[src/hdl/fs_cfg.svh]
// Constants for the safety foot-switch monitor.
`ifndef FS_CFG_SVH
`define FS_CFG_SVH
`define FS_CLK_PERIOD_NS 50
`define FS_TICK_TIME_NS 100000000
`define FS_TICK_CYCLES (`FS_TICK_TIME_NS / `FS_CLK_PERIOD_NS)
`define FS_TICKS_PER_STEP 300
`define FS_LIMIT_MAX_STEPS 20
`define FS_LIMIT_OFF 5'h00
`define FS_MAX_UNITS 7
`define DIAG_WORD_OUT_NO_ENABLE 16'h0000
`define DIAG_WORD_OUT_WAITING 16'h2001
`define DIAG_WORD_OUT_REST 16'h2011
`define DIAG_WORD_OUT_PANIC 16'h2013
`define DIAG_WORD_OUT_UNDEFINED 16'h2014
`define DIAG_WORD_OUT_OPERATED 16'h8004
`define DIAG_WORD_OUT_TIMEOUT 16'hF002
`define DIAG_WORD_OUT_BAD_AFTER_EN 16'hF00F
`define DIAG_WORD_OUT_BAD_AFTER_PANIC 16'hF010
`endif

[src/hdl/fs_pkg.sv]
// Types for the safety foot-switch monitor.
package fs_pkg;
    typedef enum logic [2:0] {
        ST_IDLE = 3'b000,
        ST_WAIT = 3'b001,
        ST_READY = 3'b011,
        ST_ON = 3'b010,
        ST_LOCK = 3'b110,
        ST_FAULT = 3'b111
    } fs_state_t;
    typedef enum logic [1:0] {
        POS_REST = 2'b00,
        POS_OPERATED = 2'b01,
        POS_PANIC = 2'b10,
        POS_UNDEF = 2'b11
    } fs_pos_t;
endpackage

[src/hdl/safety_foot_switch_monitor.sv]
// Safety foot-switch monitor: enable contact, error contact, enable timer and diagnostics.
//
// Summary of operation
// - Limit active and exceeded withdraws the enable.
// - Without limit, enable holds while channels picked.
// - Limit is off or half-minute steps to ten minutes.
// - Limit setting defaults to off.
// - Option selects whether external enable is needed.
// - External enable defaults to not required.
// - Two or four channels, four by default.
// - Safety activation input arms the function.
// - Optional enable input switches whole function.
// - Enable closes only on correct pedal sequence.
// - Error contact closes on detected error.
// - Elapsed enable time is output.
// - Diagnostic word reports internal state.
// - Up to seven monitor instances supported.
// - Rest, armed, then operated closes; panic opens.
// - After return to rest enable stays open.
// - Errors acknowledged by return to rest or by the enable input going inactive.
// - Distinct diagnostic codes per state, except that ready shares the rest code.
`include "fs_cfg.svh"
`timescale 1ns/1ps
`default_nettype none

module safety_foot_switch_monitor
    import fs_pkg::*;
#(
    parameter int TICK_CYCLES = `FS_TICK_CYCLES,
    parameter int UNIT_INDEX = 1,
    parameter int TIME_WIDTH = 16
)
(
    input wire logic CLK,
    input wire logic SYS_RST,
    input wire logic FOOT_CHANNEL_1,
    input wire logic FOOT_CHANNEL_2,
    input wire logic FOOT_CHANNEL_3,
    input wire logic FOOT_CHANNEL_4,
    input wire logic SAFETY_ARM_IN,
    input wire logic BLOCK_ENABLE_IN,
    input wire logic NO_EXTERNAL_ENABLE,
    input wire logic FOUR_CHANNEL_MODE,
    input wire logic [4:0] TIME_LIMIT_SETTING,
    output logic BRIDGE_ENABLE_OUT,
    output logic FAULT_OUT,
    output logic [TIME_WIDTH-1:0] ELAPSED_TIME_OUT,
    output logic [15:0] DIAG_WORD_OUT
);

    // Each instance serves one pedal; the relay places up to seven side by side.
    if (UNIT_INDEX < 1 || UNIT_INDEX > `FS_MAX_UNITS)
        $error("UNIT_INDEX out of range");
    if (TICK_CYCLES < 1)
        $error("TICK_CYCLES must be positive");
    if ((1 << TIME_WIDTH) <= `FS_LIMIT_MAX_STEPS * `FS_TICKS_PER_STEP)
        $error("TIME_WIDTH too small for longest limit");

    // Pins are synchronised; fill flags hold idle so cleared stages never read as a wire break.
    logic [3:0] chan_meta_reg;
    logic [3:0] chan_reg;
    logic [1:0] fill_reg;
    always_ff @(posedge CLK)
    begin
        if (SYS_RST)
        begin
            chan_meta_reg <= 4'h0;
            chan_reg <= 4'h0;
            fill_reg <= '0;
        end
        else
        begin
            chan_meta_reg <= {FOOT_CHANNEL_4, FOOT_CHANNEL_3, FOOT_CHANNEL_2, FOOT_CHANNEL_1};
            chan_reg <= chan_meta_reg;
            fill_reg <= {fill_reg[0], 1'b1};
        end
    end

    // One make/break pair: make closes at operated, break opens at panic.
    function automatic fs_pos_t pair_pos(input logic make_c, input logic break_c);
        case ({make_c, break_c})
            2'b01: pair_pos = POS_REST;
            2'b11: pair_pos = POS_OPERATED;
            2'b10: pair_pos = POS_PANIC;
            default: pair_pos = POS_UNDEF;
        endcase
    endfunction

    // A broken wire, or in four-channel mode disagreeing pairs, decode as undefined.
    fs_pos_t pos_a;
    fs_pos_t pos_b;
    fs_pos_t pos;
    always_comb
    begin
        pos_a = pair_pos(chan_reg[0], chan_reg[1]);
        pos_b = pair_pos(chan_reg[2], chan_reg[3]);
        pos = pos_a;
        if (FOUR_CHANNEL_MODE && pos_a != pos_b)
            pos = POS_UNDEF;
    end

    // Zero means off; settings above ten minutes are clamped to ten.
    logic [4:0] steps;
    logic [TIME_WIDTH-1:0] limit_ticks;
    logic limit_on;
    always_comb
    begin
        steps = TIME_LIMIT_SETTING;
        if (steps > 5'(`FS_LIMIT_MAX_STEPS))
            steps = 5'(`FS_LIMIT_MAX_STEPS);
        limit_on = (steps != `FS_LIMIT_OFF);
        limit_ticks = TIME_WIDTH'(steps * `FS_TICKS_PER_STEP);
    end

    logic block_active;
    assign block_active = NO_EXTERNAL_ENABLE || BLOCK_ENABLE_IN;

    fs_state_t state_reg;
    fs_state_t state_next;
    logic [TIME_WIDTH-1:0] elapsed_reg;
    logic timed_out;
    assign timed_out = limit_on && (elapsed_reg > limit_ticks);

    always_comb
    begin
        state_next = state_reg;
        case (state_reg)
            ST_IDLE:
                state_next = fill_reg[1] ? ST_WAIT : ST_IDLE;
            ST_WAIT:
            begin
                if (pos == POS_UNDEF)
                    state_next = ST_FAULT;
                else if (pos == POS_REST && SAFETY_ARM_IN)
                    state_next = ST_READY;
            end
            ST_READY:
            begin
                if (pos == POS_UNDEF)
                    state_next = ST_FAULT;
                else if (!SAFETY_ARM_IN)
                    state_next = ST_WAIT;
                else if (pos == POS_OPERATED)
                    state_next = ST_ON;
                else if (pos == POS_PANIC)
                    state_next = ST_LOCK;
            end
            ST_ON:
            begin
                if (pos == POS_UNDEF || timed_out)
                    state_next = ST_FAULT;
                else if (pos == POS_PANIC || !SAFETY_ARM_IN)
                    state_next = ST_LOCK;
                else if (pos == POS_REST)
                    state_next = ST_WAIT;
            end
            ST_LOCK:
            begin
                if (pos == POS_REST)
                    state_next = ST_WAIT;
            end
            ST_FAULT:
            begin
                if (pos == POS_REST)
                    state_next = ST_WAIT;
            end
            default:
                state_next = ST_IDLE;
        endcase
        if (!block_active)
            state_next = ST_IDLE;
    end

    always_ff @(posedge CLK)
    begin
        if (SYS_RST)
            state_reg <= ST_IDLE;
        else
            state_reg <= state_next;
    end

    // Remembers why the lock or fault state was entered, for the diagnostic word.
    logic panic_reg;
    logic timeout_reg;
    always_ff @(posedge CLK)
    begin
        if (SYS_RST)
        begin
            panic_reg <= 1'b0;
            timeout_reg <= 1'b0;
        end
        else
        begin
            if (state_next == ST_LOCK && state_reg != ST_LOCK)
                panic_reg <= (pos == POS_PANIC);
            if (state_next == ST_FAULT && state_reg != ST_FAULT)
                timeout_reg <= timed_out;
        end
    end

    // The time base ticks every tenth of a second while the contact is closed.
    logic [$clog2(TICK_CYCLES+1)-1:0] tick_cnt_reg;
    logic tick;
    assign tick = (tick_cnt_reg == ($bits(tick_cnt_reg))'(TICK_CYCLES - 1));
    always_ff @(posedge CLK)
    begin
        if (SYS_RST || state_reg != ST_ON)
            tick_cnt_reg <= '0;
        else if (tick)
            tick_cnt_reg <= '0;
        else
            tick_cnt_reg <= tick_cnt_reg + 1'b1;
    end

    // The count saturates so a long bridge without limit never wraps round.
    always_ff @(posedge CLK)
    begin
        if (SYS_RST || state_reg != ST_ON)
            elapsed_reg <= '0;
        else if (tick && elapsed_reg != '1)
            elapsed_reg <= elapsed_reg + 1'b1;
    end

    logic [15:0] diag;
    always_comb
    begin
        case (state_reg)
            ST_IDLE: diag = `DIAG_WORD_OUT_NO_ENABLE;
            ST_WAIT: diag = (pos == POS_REST) ? `DIAG_WORD_OUT_REST : `DIAG_WORD_OUT_WAITING;
            ST_READY: diag = `DIAG_WORD_OUT_REST;
            ST_ON: diag = `DIAG_WORD_OUT_OPERATED;
            ST_LOCK:
            begin
                if (pos == POS_PANIC)
                    diag = `DIAG_WORD_OUT_PANIC;
                else if (panic_reg)
                    diag = `DIAG_WORD_OUT_BAD_AFTER_PANIC;
                else
                    diag = `DIAG_WORD_OUT_BAD_AFTER_EN;
            end
            ST_FAULT: diag = timeout_reg ? `DIAG_WORD_OUT_TIMEOUT : `DIAG_WORD_OUT_UNDEFINED;
            default: diag = `DIAG_WORD_OUT_NO_ENABLE;
        endcase
    end

    always_ff @(posedge CLK)
    begin
        if (SYS_RST)
        begin
            BRIDGE_ENABLE_OUT <= 1'b0;
            FAULT_OUT <= 1'b0;
            ELAPSED_TIME_OUT <= '0;
            DIAG_WORD_OUT <= `DIAG_WORD_OUT_NO_ENABLE;
        end
        else
        begin
            BRIDGE_ENABLE_OUT <= (state_next == ST_ON);
            FAULT_OUT <= (state_next == ST_FAULT);
            ELAPSED_TIME_OUT <= elapsed_reg;
            DIAG_WORD_OUT <= diag;
        end
    end

    property p_no_enable_when_inactive;
        @(posedge CLK) disable iff (SYS_RST) !block_active |=> !BRIDGE_ENABLE_OUT;
    endproperty
    a_no_enable_when_inactive: assert property (p_no_enable_when_inactive)
        else $error("enable closed while block inactive");

    property p_close_needs_ready;
        @(posedge CLK) disable iff (SYS_RST)
            $rose(BRIDGE_ENABLE_OUT) |-> $past(state_reg) == ST_READY && $past(SAFETY_ARM_IN);
    endproperty
    a_close_needs_ready: assert property (p_close_needs_ready)
        else $error("enable closed without rest and arm");

    property p_panic_opens;
        @(posedge CLK) disable iff (SYS_RST)
            state_reg == ST_ON && pos == POS_PANIC |=> !BRIDGE_ENABLE_OUT;
    endproperty
    a_panic_opens: assert property (p_panic_opens)
        else $error("panic did not open enable");

    property p_timeout_opens;
        @(posedge CLK) disable iff (SYS_RST)
            state_reg == ST_ON && timed_out && block_active |=> !BRIDGE_ENABLE_OUT && FAULT_OUT;
    endproperty
    a_timeout_opens: assert property (p_timeout_opens)
        else $error("timeout did not withdraw enable");

    property p_no_limit_holds;
        @(posedge CLK) disable iff (SYS_RST)
            state_reg == ST_ON && !limit_on && block_active && SAFETY_ARM_IN
            && pos == POS_OPERATED |=> BRIDGE_ENABLE_OUT;
    endproperty
    a_no_limit_holds: assert property (p_no_limit_holds)
        else $error("enable dropped without limit");

    property p_fault_held;
        @(posedge CLK) disable iff (SYS_RST)
            FAULT_OUT && pos != POS_REST && block_active |=> FAULT_OUT;
    endproperty
    a_fault_held: assert property (p_fault_held)
        else $error("fault cleared away from rest");

    property p_undef_open;
        @(posedge CLK) disable iff (SYS_RST) pos == POS_UNDEF |=> !BRIDGE_ENABLE_OUT;
    endproperty
    a_undef_open: assert property (p_undef_open)
        else $error("enable closed on undefined position");

    property p_timer_clears;
        @(posedge CLK) disable iff (SYS_RST) !BRIDGE_ENABLE_OUT |-> ##2 ELAPSED_TIME_OUT == '0;
    endproperty
    a_timer_clears: assert property (p_timer_clears)
        else $error("elapsed time not cleared");

    property p_diag_operated;
        @(posedge CLK) disable iff (SYS_RST)
            BRIDGE_ENABLE_OUT |=> DIAG_WORD_OUT == `DIAG_WORD_OUT_OPERATED;
    endproperty
    a_diag_operated: assert property (p_diag_operated)
        else $error("diagnostic word wrong while operated");

    property p_rest_no_close;
        @(posedge CLK) disable iff (SYS_RST) state_reg == ST_LOCK |=> !BRIDGE_ENABLE_OUT;
    endproperty
    a_rest_no_close: assert property (p_rest_no_close)
        else $error("enable closed from lock");

    c_enable: cover property (@(posedge CLK) disable iff (SYS_RST) $rose(BRIDGE_ENABLE_OUT));
    c_panic: cover property (@(posedge CLK) disable iff (SYS_RST)
        state_reg == ST_ON ##1 state_reg == ST_LOCK);
    c_timeout: cover property (@(posedge CLK) disable iff (SYS_RST)
        DIAG_WORD_OUT == `DIAG_WORD_OUT_TIMEOUT);
    c_ack: cover property (@(posedge CLK) disable iff (SYS_RST) $fell(FAULT_OUT));
endmodule
`default_nettype wire

[config.mk]
export PLATFORM = sky130hd
export DESIGN_NAME = safety_foot_switch_monitor
export DESIGN_NICKNAME = d
export VERILOG_FILES = /design/src/hdl/fs_pkg.sv /design/src/hdl/safety_foot_switch_monitor.sv
export VERILOG_INCLUDE_DIRS = /design/src /design/src/hdl
export SDC_FILE = /design/constraint.sdc
export NUM_CORES = 1
export LEC_CHECK = 0
export ABC_AREA = 1
export BUFFER_PORTS_ARGS = -buffer_cell sky130_fd_sc_hd__buf_4
export CORE_MARGIN = 2
export CORE_UTILIZATION = 56
export CTS_BUF_LIST = sky130_fd_sc_hd__clkbuf_8
export DETAILED_ROUTE_END_ITERATION = 7
export PLACE_DENSITY = 0.78
export SYNTH_ARGS = -nofsm -noshare
export SYNTH_HDL_FRONTEND = slang
export SYNTH_SLANG_ARGS = --single-unit
[constraint.sdc]
create_clock -name CLK -period 5.5 [get_ports CLK]
set_input_delay 0.275 -clock CLK [delete_from_list [all_inputs] [get_ports CLK]]
set_output_delay 0.275 -clock CLK [all_outputs]
set_load 0.1 [all_outputs]
Word level (Yosys, flattened, before mapping)
Cells that the tools add are included.
{"block": "word_totals", "register_bits": 86, "inputBits": 15, "output_inout_bits": 34, "word_cells": 79}
{"block": "classes", "add_sub_neg": 2, "mul": 1, "magnitude_cmp": 2, "eq_ne": 23, "muxes": 22, "n_reduce_logical": 16}
{"cell": "$pmux W16 S5", "count": 1}
{"cell": "$mux W16", "count": 2}
{"cell": "$mux W3", "count": 10}
{"cell": "$add A21 B1 Y21 const B", "count": 1}
{"cell": "$eq A21 B21 Y1 const B", "count": 1}
{"cell": "$add A16 B1 Y16 const B", "count": 1}
{"cell": "$gt A16 B14 Y1", "count": 1}
{"cell": "$ne A16 B16 Y1 const B", "count": 1}
{"cell": "$mux W5", "count": 3}
{"cell": "$pmux W3 S5", "count": 1}
{"cell": "$eq A2 B2 Y1 const B", "count": 6}
{"cell": "$eq A3 B3 Y1 const B", "count": 4}
{"cell": "$mul A5 B7 Y12 const B", "count": 1}
{"cell": "$pmux W2 S3", "count": 2}
{"cell": "$eq A3 B2 Y1 const B", "count": 3}
{"cell": "$eq A2 B1 Y1 const B", "count": 3}
{"cell": "$logic_and A1 B1 Y1", "count": 6}
{"cell": "$ne A3 B3 Y1 const B", "count": 2}
{"cell": "$gt A5 B5 Y1 const B", "count": 1}
{"cell": "$reduce_bool A5 Y1", "count": 1}
{"cell": "$logic_or A1 B1 Y1", "count": 4}
{"cell": "$reduce_or A2 Y1", "count": 2}
{"cell": "$eq A3 B1 Y1 const B", "count": 1}
{"cell": "$logic_not A3 Y1", "count": 1}
{"cell": "6 further kinds", "count": 7}

Depth between registers and ports, before layout
Gate-level depths: netlist (run 1).
{"block": "logic_depth", "word_depth": 14, "depth_mapped": 35}

Worst setup path after synthesis (run 1)
Ideal clock, no wire load.
{"block": "synth_timing", "path_kind": "input -> register", "start": "input port TIME_LIMIT_SETTING[1]", "end": "register timeout_reg", "setup_ns": 0.115, "arrival_time_ns": 4.194, "required_ns": 5.385, "path_slack_ns": 1.192, "path_stages": 32, "cell_sequence": "inv_1 > nand4_1 > nand2_1 > nor2_1 > or2_2 > ha_1 > ha_1 > inv_1 > fa_1 > inv_1 > ha_1 > inv_1 > o21ai_0 > nand2_1 > nand2_1 > a21oi_1 > nor2_1 > o21ai_0 > ha_1 > nand2_1 > nor3_1 > nand2_1 > nor2_1 > nor2_1 > nand2_1 > nand2_1 > a21oi_2 > nand2_1 > nor2_2 > nor2_1 > a21oi_1 > nor2_1"}
{"block": "synth_via", "elab_chain_cells": 11}
{"element": "start, declared", "line_no": "safety_foot_switch_monitor.sv:44", "rtl": "input wire logic [4:0] TIME_LIMIT_SETTING,"}
{"element": "$gt A5 B5 Y1", "line_no": "safety_foot_switch_monitor.sv:109", "rtl": "if (steps > 5'(`FS_LIMIT_MAX_STEPS))"}
{"element": "$mux W5 (*)", "line_no": "safety_foot_switch_monitor.sv:109"}
{"element": "$mul A5 B7 Y12 (no source line)"}
{"element": "$gt A16 B14 Y1", "line_no": "safety_foot_switch_monitor.sv:122", "rtl": "assign timed_out = limit_on && (elapsed_reg > limit_ticks);"}
{"element": "$logic_and A1 B1 Y1 (*)", "line_no": "safety_foot_switch_monitor.sv:122"}
{"element": "$logic_or A1 B1 Y1", "line_no": "safety_foot_switch_monitor.sv:150", "rtl": "if (pos == POS_UNDEF || timed_out)"}
{"element": "$mux W3", "line_no": "safety_foot_switch_monitor.sv:150"}
{"element": "$pmux W3 S5", "line_no": "safety_foot_switch_monitor.sv:127", "rtl": "case (state_reg)"}
{"element": "$mux W3", "line_no": "safety_foot_switch_monitor.sv:170", "rtl": "if (!block_active)"}
{"element": "$eq A3 B3 Y1", "line_no": "safety_foot_switch_monitor.sv:196", "rtl": "if (state_next == ST_FAULT && state_reg != ST_FAULT)"}
{"element": "$logic_and A1 B1 Y1", "line_no": "safety_foot_switch_monitor.sv:196"}
{"element": "end signal, assigned", "line_no": "safety_foot_switch_monitor.sv:197", "rtl": "timeout_reg <= timed_out;"}
{"element": "end, declared", "line_no": "safety_foot_switch_monitor.sv:184", "rtl": "logic timeout_reg;"}
Every way passes the cells marked *; elsewhere a longest branch is shown, timed or not.
A chain may end at the register's enable or synchronous reset.

Worst setup path after layout (run 1)
{"block": "layout_timing", "start": "input port TIME_LIMIT_SETTING[0]", "end": "register panic_reg"}
{"block": "layout_via", "elab_chain_cells": 11}
{"element": "$gt A5 B5 Y1", "line_no": "safety_foot_switch_monitor.sv:109"}
{"element": "$mux W5 (*)", "line_no": "safety_foot_switch_monitor.sv:109"}
{"element": "$mul A5 B7 Y12 (no source line)"}
{"element": "$gt A16 B14 Y1", "line_no": "safety_foot_switch_monitor.sv:122"}
{"element": "$logic_and A1 B1 Y1 (*)", "line_no": "safety_foot_switch_monitor.sv:122"}
{"element": "$logic_or A1 B1 Y1 (*)", "line_no": "safety_foot_switch_monitor.sv:150"}
{"element": "$mux W3 (*)", "line_no": "safety_foot_switch_monitor.sv:150"}
{"element": "$pmux W3 S5 (*)", "line_no": "safety_foot_switch_monitor.sv:127"}
{"element": "$mux W3 (*)", "line_no": "safety_foot_switch_monitor.sv:170"}
{"element": "$eq A3 B3 Y1 (*)", "line_no": "safety_foot_switch_monitor.sv:194", "rtl": "if (state_next == ST_LOCK && state_reg != ST_LOCK)"}
{"element": "$logic_and A1 B1 Y1 (*)", "line_no": "safety_foot_switch_monitor.sv:194"}
{"element": "end signal, assigned", "line_no": "safety_foot_switch_monitor.sv:195", "rtl": "panic_reg <= (pos == POS_PANIC);"}
{"element": "end, declared", "line_no": "safety_foot_switch_monitor.sv:183", "rtl": "logic panic_reg;"}
Marked as above.

==> summary.txt, run 1 <==
Outcome
  • Outcome: completed

Die
  • Die area: 0.00876 mm^2
  • Die width: 93.6 um
  • Vert. Die Dim: 93.6 um
  • Starting Density: 57.8%
  • Rows: 32
  • CORE AREA: 0.00777 mm^2
  • IO Pins: 49

Global route
  • Vias in the first global route: 3861
  • Tot GR Track Use: 23.2%
  • GRT overflow: 0
  • Antenna violations before repair: 0
  • First-pass GRT wire length: 16.6 mm
  • Largest net degree at the start of global routing: 40

Power
  • Switching Fraction: 30.1%
  • Gate power share: 17.4%
  • Reg power frac: 46.5%
  • Sw power: 0.000374 W
  • Leakage Power: 2.21 nW
  • Power Density: 246 mW/mm^2
  • Worst VDD drop: 0.000118 V
  • Clock power frac: 36.1%
  • Pint: 0.000867 W

Clock network
  • CTS Hold Buffers Added: 0
  • Latest clock arrival within the worst-skew pair: 0.36 ns
  • CTS tree: built
  • Post-CTS sizing: 0
  • Setup bufs post-CTS: 0
  • Clock Pin Slew Worst Setup and Hold Paths: 0.09 ns
  • H-tree depth: 3
  • Clk sink count: 78
  • CTS Buf Count: 9
  • Max Root-Sink Buffers: 2
  • CTS Root Cell: clkbuf_8

Drt
  • Iter 0 DRT Violations: 215
  • Detail Route Antenna Nets: 0
  • Vias: 3954
  • WL final: 9.40 mm
  • DRC violations left: 0
  • WL/cell: 12.5 um
  • Vias per cell: 5.24
  • First-pass DRT Iterations: 5

Setup path
  • CP dominant cell by count: nand2_1
  • Crit path kind: in2reg
  • Slowest cell on the critical path: fa_1
  • Startpoint class of the critical path: primary input
  • Crit path DAT: 4.81 ns
  • Crit end category: flop
  • Crit path required time: 5.75 ns
  • Slowest stage delay, CP: 0.49 ns
  • Critical path peak fanout: 4

Final layout
  • Largest register FFs: 21
  • Layout cells sized above 1: 16.0%
  • Fillers: 693
  • Final #Nets: 703
  • Fin cells: 754
  • Most frequent cells in the layout: 98 x nand2_1, 96 x inv_1, 81 x nor2_1
  • Core Util, Final: 65.0%
  • Ant diodes: 0
  • Area grow syn2layout: 12.4%
  • Commonest non-fill, non-tap cell in the layout: nand2_1
  • Final instance area: 0.00505 mm^2

Synthesis
  • Synth Area in XOR/XNOR: 2.14%
  • Mapped Area: 0.00449 mm^2
  • Yosys warns: 0
  • Post-synthesis compound-gate area fraction: 9.11%
  • Mux contribution to synthesized area: 0%
  • Synth Area in Adders: 11.9%
  • Mapped Cells: 605
  • Yosys cell types: 49
  • FF+latch count, synth: 78
  • Synth Area in Simple Gates: 30.7%
  • Sequential area share after synthesis: 34.8%
  • Syn Area/Cell: 7.43 um^2
  • Main combinational cell family by area after synthesis: simple AND/OR/NAND/NOR gates

STA
  • Unrepaired setup endpoints after global routing: no
  • # setup viols final: 0
  • Final min period: 4.55 ns
  • Setup TNS: 0 ns
  • Headroom to the max-slew limit: 57.6%
  • Fmax achieved: 0.220 GHz
  • Worst slew pin tran: 0.631 ns
  • Fin crit share: 82.8%
  • Slew Viols, Final: 0
  • Setup Skew: 0.0119 ns
  • Hold Fails Final Rpt: 0

Place
  • Placed Area: 0.00484 mm^2
  • Port Buffers: 41
  • GP Congestion: 0.926
  • Inst Count DP: 738
  • Post-DP HPWL: 7.35 mm

Min path
  • Worst hold path type: in2reg

Flow run
  • Max-Cap Viols: 0
[power by group through the flow]
| stage | combinational, W | sequential (W) | clock (W) |
|---|---|---|---|
| 2_1_floorplan | 0.000163 | 0.000604 | 0 |
| 3_3_place_gp | 0.000209 | 0.000591 | 0 |
| 3_5_place_dp | 0.000216 | 0.000591 | 0 |
| 4_1_cts | 0.000217 | 0.000578 | 0.000454 |
| 5_1_grt | 0.000247 | 0.000578 | 0.000474 |
| 6_report | 0.000216 | 0.000578 | 0.000448 |
[per-stage QoR]
| stage | hold slack [ns] | setup WS [ns] | total power [W] |
|---|---|---|---|
| floorplan | 0.355 | 1.19 | 0.000768 |
| global placement | 0.391 | 0.859 | 0.000799 |
| detailed placement | 0.395 | 0.605 | 0.000807 |
| CTS | 0.110 | 0.969 | 0.00125 |
| global route | 0.122 | 0.405 | 0.00130 |
| finish | 0.122 | 0.945 | 0.00124 |
[cell type report]
class	count	area, um^2	share of cell area [%]
multi-input combinational	410	2440	48.4
tap	102	128	2.53
clock buffer	10	138	2.72
sequential	78	1560	30.9
inverter	107	403	7.97
clock inverter	6	70.1	1.39
timing repair buffer	41	308	6.09
[critical path: cells and delay by family]
family                     cells  cell delay [ns]
AOI/OAI and AO/OA              4             0.60
adders and majority gates      5             1.54
buffers and inverters          5             0.32
and+or+nand+nor               19             2.08
[synthesized netlist by cell type, drive strengths merged]
library cell	count	share of area, %
clkbuf	5	0.42
o211ai	1	0.17
nand3b	1	0.17
a21oi	39	4.4
o21a	1	0.17
inv	106	8.9
o21bai	2	0.58
xnor2	3	0.58
xor2	8	1.6
a31oi	2	0.28
fa	3	1.3
clkinv	1	0.11
o31ai	2	0.33
a211oi	2	0.45
dfxtp	78	35
nand3	33	4.5
nand4	17	2.4
o21ai	19	2.4
a21boi	1	0.17
nor3	25	4.1
or2	1	0.14
nor4	8	1.3
nor2	89	8.4
and3	2	0.28
buf	11	1.9
nor3b	2	0.45
conb	1	0.083
a21o	1	0.17
ha	38	11
nand2	103	9.0
[cell families after synthesis]
group	after synthesis
buffers and inverters	123
AOI/OAI and AO/OA	70
adders and majority gates	41
other	1
xor gates and xnor gates	11
DFF	78
and+or+nand+nor	281
[final timing paths]
kind | from | endpoint | slack [ns] | cells past startpoint
setup reg to reg | chan_reg[0]$_SDFF_PP0_ | panic_reg$_SDFFE_PP0P_ | 3.17 | 17
setup / recovery | TIME_LIMIT_SETTING[0] | panic_reg$_SDFFE_PP0P_ | 0.95 | 33
hold / removal | FOOT_CHANNEL_4 | chan_meta_reg[3]$_SDFF_PP0_ | 0.12 | 3
hold reg to reg | chan_meta_reg[2]$_SDFF_PP0_ | chan_reg[2]$_SDFF_PP0_ | 0.41 | 2
[routing by layer]
layer  share of wire [%]  GRT usage (%)
met5                   0              0
met4                 2.2           9.06
met3                 6.2           4.43
met2                  48           40.5
met1                  43           28.3
(Power assumes the default switching activity.)
==> inputs of run 2 (changes only) <==
- CORE_UTILIZATION: 56 -> 55
- PLACE_DENSITY: 0.78 -> 0.79
- clock period: 5.5 -> 3.7 ns (I/O delays scaled with it)
==> run 2 against run 1 <==
Effect of this change:
- the flow now finishes with violations (setup timing)
- utilization up 5.1 points
- register-to-register slack worse by 1.8 ns
- sequential power up 49%
- largest cell class unchanged
- sequential cell count unchanged
- clock skew down 0.0011 ns
- global-route usage up 0.51 points
- hold slack worse by 0.084 ns
- via count up 3.6%
- largest power group unchanged
- critical endpoint is now BRIDGE_ENABLE_OUT$_SDFF_PP0_
- first-iteration DRC count up 28%
- clock power up 45%
- sequential share of layout area down 2.4 points
==> summary.txt, run 2 (synthesis gave the netlist of run 1 again) <==
Setup path
  • Crit path kind: in2reg (unchanged)
  • Critical path peak fanout: 4 (unchanged)
  • CP dominant cell by count: nand2_1 (unchanged)
  • Startpoint class of the critical path: primary input (unchanged)
  • Crit end category: flop (unchanged)
  • Crit path DAT: 4.25 ns (was 4.81 ns)
  • Worst path top cell family by delay: simple AND/OR/NAND/NOR gates (unchanged)
  • Crit path required time: 3.99 ns (was 5.75 ns)
  • Slowest cell on the critical path: fa_1 (unchanged)
  • Slowest stage delay, CP: 0.50 ns (was 0.49 ns)
  • Crit path buf inv count: 6 (was 5)

STA
  • Final hold slack: 0.0378 ns (was 0.122 ns)
  • Fin crit share: 107%
  • Unrepaired setup endpoints after global routing: yes (was no)
  • Setup Skew: 0.0107 ns (was 0.0119 ns)
  • Slew Viols, Final: 0 (unchanged)
  • Setup TNS: -1.48 ns (was 0 ns)
  • # setup viols final: 7 (was 0)
  • Fmax achieved: 0.252 GHz
  • Final min period: 3.96 ns
  • Hold Fails Final Rpt: 0 (unchanged)
  • Worst setup margin: -0.263 ns (was 0.945 ns)
  • Worst slew pin tran: 0.581 ns (was 0.631 ns)
  • Headroom to the max-slew limit: 61.0% (was 57.6%)

Drt
  • First-pass DRT Iterations: 6 (was 5)
  • Vias: 4097 (was 3954)
  • WL final: 10.2 mm (was 9.40 mm)
  • DRC violations left: 0 (unchanged)
  • Iter 0 DRT Violations: 276 (was 215)
  • WL/cell: 12.9 um (was 12.5 um)
  • Vias per cell: 5.20 (was 5.24)
  • Detail Route Antenna Nets: 0 (unchanged)

Die
  • Vert. Die Dim: 94.4 um (was 93.6 um)
  • Starting Density: 57.5% (was 57.8%)
  • IO Pins: 49 (unchanged)
  • CORE AREA: 0.00781 mm^2 (was 0.00777 mm^2)
  • Rows: 32 (unchanged)
  • Die width: 94.4 um (was 93.6 um)
  • Die area: 0.00891 mm^2 (was 0.00876 mm^2)

Final layout
  • Largest register FFs: 21 (unchanged)
  • Commonest non-fill, non-tap cell in the layout: nand2_1 (unchanged)
  • Multi-input gate area: 0.00259 mm^2 (was 0.00244 mm^2)
  • Core Util, Final: 70.2% (was 65.0%)
  • Layout cells sized above 1: 24.9% (was 16.0%)
  • FF+latch area: 0.00156 mm^2 (unchanged)
  • Area grow syn2layout: 21.9% (was 12.4%)
  • Final #Nets: 737 (was 703)
  • Ant diodes: 0 (unchanged)
  • Most frequent cells in the layout: 95 x nand2_1, 87 x inv_1, 78 x dfxtp_1 (was 98 x nand2_1, 96 x inv_1, 81 x nor2_1)
  • Fillers: 648 (was 693)

Clock network
  • Latest clock arrival within the worst-skew pair: 0.35 ns (was 0.36 ns)
  • Clock Pin Slew Worst Setup and Hold Paths: 0.09 ns (about the same)
  • Clk sink count: 78 (unchanged)
  • CTS tree: built (unchanged)
  • CTS Buf Count: 9 (unchanged)
  • Max Root-Sink Buffers: 2 (unchanged)
  • H-tree depth: 3 (unchanged)
  • CTS Hold Buffers Added: 0 (unchanged)
  • CTS Root Cell: clkbuf_8 (unchanged)

Power
  • Total power: 0.00194 W (was 0.00124 W)
  • Power Density: 353 mW/mm^2 (was 246 mW/mm^2)
  • Leakage Power: 2.39 nW (was 2.21 nW)
  • Worst VDD drop: 0.000210 V (was 0.000118 V)

Global route
  • Antenna violations before repair: 0 (unchanged)
  • Vias in the first global route: 3847 (was 3861)
  • Largest net degree at the start of global routing: 40 (unchanged)
  • GRT overflow: 0 (unchanged)
  • Tot GR Track Use: 23.8% (was 23.2%)
  • First-pass GRT wire length: 16.7 mm (was 16.6 mm)

Flow run
  • Max-Cap Viols: 0 (unchanged)

Place
  • Port Buffers: 41 (unchanged)
  • Pre-CTS setup slack: -0.692 ns (was 0.605 ns)
  • Post-DP HPWL: 7.66 mm (was 7.35 mm)
  • GP Congestion: 0.929 (was 0.926)

Outcome
  • Failing checks: setup timing
  • Outcome: finished with violations (was completed)

Min path
  • Worst hold path type: in2reg (unchanged)
[run 2: changes by cell type in the layout (fill, tap and decap cells not counted), moves of 3 or more]
cell	change
a21oi_2	+4
buf_4	+30
nor2_1	-7
buf_6	+3
ha_4	+6
inv_1	-9
ha_1	-6
a21oi_1	-4
nand2_1	-3
inv_2	+6
nor2_2	+7
[run 2: stage by stage]
step	area, um^2	instances
after floorplan	4580	611
after global placement	5120	766
after detailed placement	5120	766
after CTS	5420	785
after global routing	5480	788
final	5480	788
[run 2: worst paths after layout]
| check | startpoint | to | slack (ns) | depth (start not counted) |
|---|---|---|---|---|
| max reg2reg | chan_reg[0]$_SDFF_PP0_ | panic_reg$_SDFFE_PP0P_ | 1.32 | 18 |
| min | FOOT_CHANNEL_4 | chan_meta_reg[3]$_SDFF_PP0_ | 0.04 | 3 |
| min reg2reg | chan_meta_reg[3]$_SDFF_PP0_ | chan_reg[3]$_SDFF_PP0_ | 0.42 | 2 |
| max | TIME_LIMIT_SETTING[3] | BRIDGE_ENABLE_OUT$_SDFF_PP0_ | -0.26 | 32 |
[run 2: cell type report]
type                    count  area share (%)
well taps                 102            2.33
repair buffers             75            10.6
clock inverters             7            1.46
inverters                 107            7.63
flip-flops and latches     78            28.5
multi-input cells         410            47.2
clock buffers               9            2.26
[run 2: power by group]
part | leakage (nW) | switching, W | internal [W]
clock | 0.0968 | 0.000330 | 0.000320
combinational | 1.66 | 0.000250 | 0.000178
sequential | 0.631 | 0.00000869 | 0.000850
total | 2.39 | 0.000589 | 0.00135
[run 2: per-layer routing]
layer / routed length [um] / vias to the layer above / share of wire (%) / track usage, %
met3: 477 / 21 / 4.7 / 3.75
met5: 0 / - / 0 / 0
met2: 5230 / 131 / 52 / 44.1
met1: 4230 / 1856 / 42 / 26.9
li1: - / 2089 / - / -
met4: 215 / 0 / 2.1 / 10.0
[run 2: tightest hold or removal path, stage by stage]
cell,delay (ns)
buf_4,0.08
inv_1,0.03
nor2_1,0.06
[run 2: timing repair]
item | in CTS | in global routing
pin swaps | 29 | 26
gates cloned | 0 | 0
setup endpoints to repair | 7 | 7
gates resized for setup | 17 | 13
buffers inserted | 3 | 3
hold endpoints to repair | 0 | 0
==> inputs of run 3 (changes only) <==
- clock period: 3.7 -> 3.5 ns (I/O delays scaled with it)
==> run 3 against run 2 <==
Effect of this change:
- the flow still finishes with violations (setup timing)
- total power grew 5.8%
- critical endpoint is now panic_reg$_SDFFE_PP0P_
- die area is the same
- clock-buffer cell count grew 1
- clock power is essentially flat
- cell count is the same
- first-iteration DRC count shrank 13%
- via count grew 0.71%
- non-clock buffer count grew 2
==> summary.txt, run 3 (synthesis gave the netlist of run 1 again) <==
Outcome
  • Outcome: finished with violations (unchanged)
  • Failing checks: setup timing (unchanged)

Global route
  • Antenna violations before repair: 0 (unchanged)
  • Most Crowded Layer GR: met2 (unchanged)
  • GRT overflow: 0 (unchanged)
  • Vias in the first global route: 3892 (was 3847)
  • Met1 GRT Util: 26.4% (was 26.9%)
  • First-pass GRT wire length: 16.8 mm (was 16.7 mm)
  • Routing usage on met3: 2.79% (was 3.75%)
  • Largest net degree at the start of global routing: 40 (unchanged)
  • Tot GR Track Use: 23.7% (was 23.8%)
  • Grt met2 use: 45.8% (was 44.1%)

Drt
  • WL/cell: 13.2 um (was 12.9 um)
  • Vias: 4126 (was 4097)
  • Iter 0 DRT Violations: 241 (was 276)
  • Vias per cell: 5.24 (was 5.20)
  • WL final: 10.4 mm (was 10.2 mm)
  • Detail Route Antenna Nets: 0 (unchanged)
  • First-pass DRT Iterations: 5 (was 6)
  • DRC violations left: 0 (unchanged)

Clock network
  • CTS Buf Count: 9 (unchanged)
  • CTS Root Cell: clkbuf_8 (unchanged)
  • CTS tree: built (unchanged)
  • H-tree depth: 3 (unchanged)
  • CTS Hold Buffers Added: 0 (unchanged)
  • Max Root-Sink Buffers: 2 (unchanged)
  • Clk sink count: 78 (unchanged)
  • Clock Pin Slew Worst Setup and Hold Paths: 0.08 ns (was 0.09 ns)
  • Latest clock arrival within the worst-skew pair: 0.35 ns (about the same)

Setup path
  • Crit end category: flop (unchanged)
  • Slowest cell on the critical path: fa_1 (unchanged)
  • Reg2reg setup slack: 1.12 ns (was 1.32 ns)
  • Crit path DAT: 4.35 ns (was 4.25 ns)
  • Worst R2R End: panic_reg$_SDFFE_PP0P_ (unchanged)
  • CP dominant cell by count: nand2_1 (unchanged)
  • Crit path kind: in2reg (unchanged)
  • Reg-to-reg startpoint: chan_reg[0]$_SDFF_PP0_ (unchanged)
  • Crit path required time: 3.75 ns (was 3.99 ns)
  • Slowest stage delay, CP: 0.51 ns (was 0.50 ns)
  • Startpoint class of the critical path: primary input (unchanged)
  • Critical path peak fanout: 4 (unchanged)
  • Worst reg-to-reg path cell count: 17 (was 18)

Final layout
  • Fillers: 640 (was 648)
  • Layout cells sized above 1: 27.0% (was 24.9%)
  • Largest register FFs: 21 (unchanged)
  • Most frequent cells in the layout: 91 x nand2_1, 85 x inv_1, 78 x dfxtp_1 (was 95 x nand2_1, 87 x inv_1, 78 x dfxtp_1)
  • Area grow syn2layout: 23.5% (was 21.9%)
  • FF+latch area: 0.00156 mm^2 (unchanged)
  • Final instance area: 0.00555 mm^2 (was 0.00548 mm^2)
  • Ant diodes: 0 (unchanged)
  • Commonest non-fill, non-tap cell in the layout: nand2_1 (unchanged)
  • Multi-input gate area: 0.00265 mm^2 (was 0.00259 mm^2)
  • Final #Nets: 739 (was 737)

STA
  • Hold Fails Final Rpt: 0 (unchanged)
  • Headroom to the max-slew limit: 66.2% (was 61.0%)
  • Fin crit share: 117%
  • # setup viols final: 7 (unchanged)
  • Fmax achieved: 0.244 GHz
  • Setup Skew: 0.00943 ns (was 0.0107 ns)
  • Slew Viols, Final: 0 (unchanged)
  • Final min period: 4.10 ns
  • Worst setup margin: -0.602 ns (was -0.263 ns)
  • Worst slew pin tran: 0.503 ns (was 0.581 ns)
  • Unrepaired setup endpoints after global routing: yes (unchanged)

Power
  • Switching Fraction: 29.6% (was 30.4%)
  • Reg power frac: 44.4% (about the same)
  • Gate power share: 24.0% (was 22.1%)
  • Clock power frac: 31.7% (was 33.5%)
  • Worst VDD drop: 0.000170 V (was 0.000210 V)
  • Pint: 0.00144 W (was 0.00135 W)
  • Leakage Power: 2.40 nW (was 2.39 nW)
  • Sw power: 0.000606 W (was 0.000589 W)
  • Power Density: 369 mW/mm^2 (was 353 mW/mm^2)

Flow run
  • Max-Cap Viols: 0 (unchanged)

Min path
  • Min-Delay Path Depth: 3 (unchanged)
  • Worst Hold Launch: FOOT_CHANNEL_4 (unchanged)
  • Worst hold path type: in2reg (unchanged)
  • Hold Path Sink: chan_meta_reg[3]$_SDFF_PP0_ (unchanged)

Place
  • Placed Area: 0.00511 mm^2 (was 0.00512 mm^2)
  • Port Buffers: 41 (unchanged)
  • Pre-CTS setup slack: -1.00 ns (was -0.692 ns)
  • Post-DP HPWL: 7.71 mm (was 7.66 mm)
  • GP Congestion: 0.929 (unchanged)

Die
  • Rows: 32 (unchanged)
  • Vert. Die Dim: 94.4 um (unchanged)
  • Die width: 94.4 um (unchanged)
  • IO Pins: 49 (unchanged)
  • CORE AREA: 0.00781 mm^2 (unchanged)
  • Starting Density: 57.5% (unchanged)
  • Die area: 0.00891 mm^2 (unchanged)
-- run 3: cell types whose count changed in the layout (fill, tap and decap cells not counted), sizes merged --
cell / before / now
buf: 75 / 77
clkbuf: 9 / 10
clkinv: 3 / 5
clkinvlp: 2 / 0
inv: 108 / 105
-- run 3: worst max-delay path, delay by kind of cell --
kind            cells  cell delay, ns
compound gates      4            0.44
fa+ha+maj           5            1.51
buf+inv             5            0.25
simple gates       19            1.95
-- run 3: timing repair --
item,in CTS,in global routing
gates resized for setup,19,29
setup endpoints to repair,7,7
pin swaps,35,34
setup buffers,3,6
-- run 3: stage by stage --
step                      setup TNS, ns  power [W]  util (%)  instances  hold slack (ns)
after floorplan                   -2.16    0.00122         -        611            0.255
after global placement            -4.70    0.00132      65.5        765            0.387
after detailed placement          -5.98    0.00134      65.5        765            0.399
after CTS                         -3.03    0.00200      69.2        782           0.0322
after global routing              -5.10    0.00214      71.1        788           0.0443
final                             -3.71    0.00205      71.1        788           0.0422
-- run 3: per-layer routing --
metal	vias up	wire length [um]
met4	0	199
met3	18	433
li1	2085	-
met2	124	5430
met5	-	0
met1	1899	4330
-- run 3: how the worst max path moves through the flow --
stage	from	endpoint	slack (ns)	cells after the start
6_report	TIME_LIMIT_SETTING[1]	panic_reg$_SDFFE_PP0P_	-0.60	33
5_1_grt	TIME_LIMIT_SETTING[1]	panic_reg$_SDFFE_PP0P_	-0.81	33
4_1_cts	TIME_LIMIT_SETTING[3]	panic_reg$_SDFFE_PP0P_	-0.54	33
3_5_place_dp	TIME_LIMIT_SETTING[1]	timeout_reg$_SDFFE_PP0P_	-1.00	33
3_3_place_gp	TIME_LIMIT_SETTING[3]	timeout_reg$_SDFFE_PP0P_	-0.78	31
2_1_floorplan	TIME_LIMIT_SETTING[1]	timeout_reg$_SDFFE_PP0P_	-0.47	32
-- run 3: power by group through the flow --
stage | combinational (W) | clock, W | sequential [W]
6_report | 0.000491 | 0.000649 | 0.000908
5_1_grt | 0.000537 | 0.000689 | 0.000909
4_1_cts | 0.000437 | 0.000656 | 0.000908
3_5_place_dp | 0.000411 | 0 | 0.000929
3_3_place_gp | 0.000393 | 0 | 0.000928
2_1_floorplan | 0.000269 | 0 | 0.000950
-- run 3: final cells by class --
| type | instances | share of cell area, % |
|---|---|---|
| multi-input combinational | 410 | 47.7 |
| sequential | 78 | 28.1 |
| timing repair buffer | 77 | 10.9 |
| inverter | 107 | 7.62 |
| clock buffer | 10 | 2.48 |
| tap | 102 | 2.30 |
| clock inverter | 4 | 0.879 |
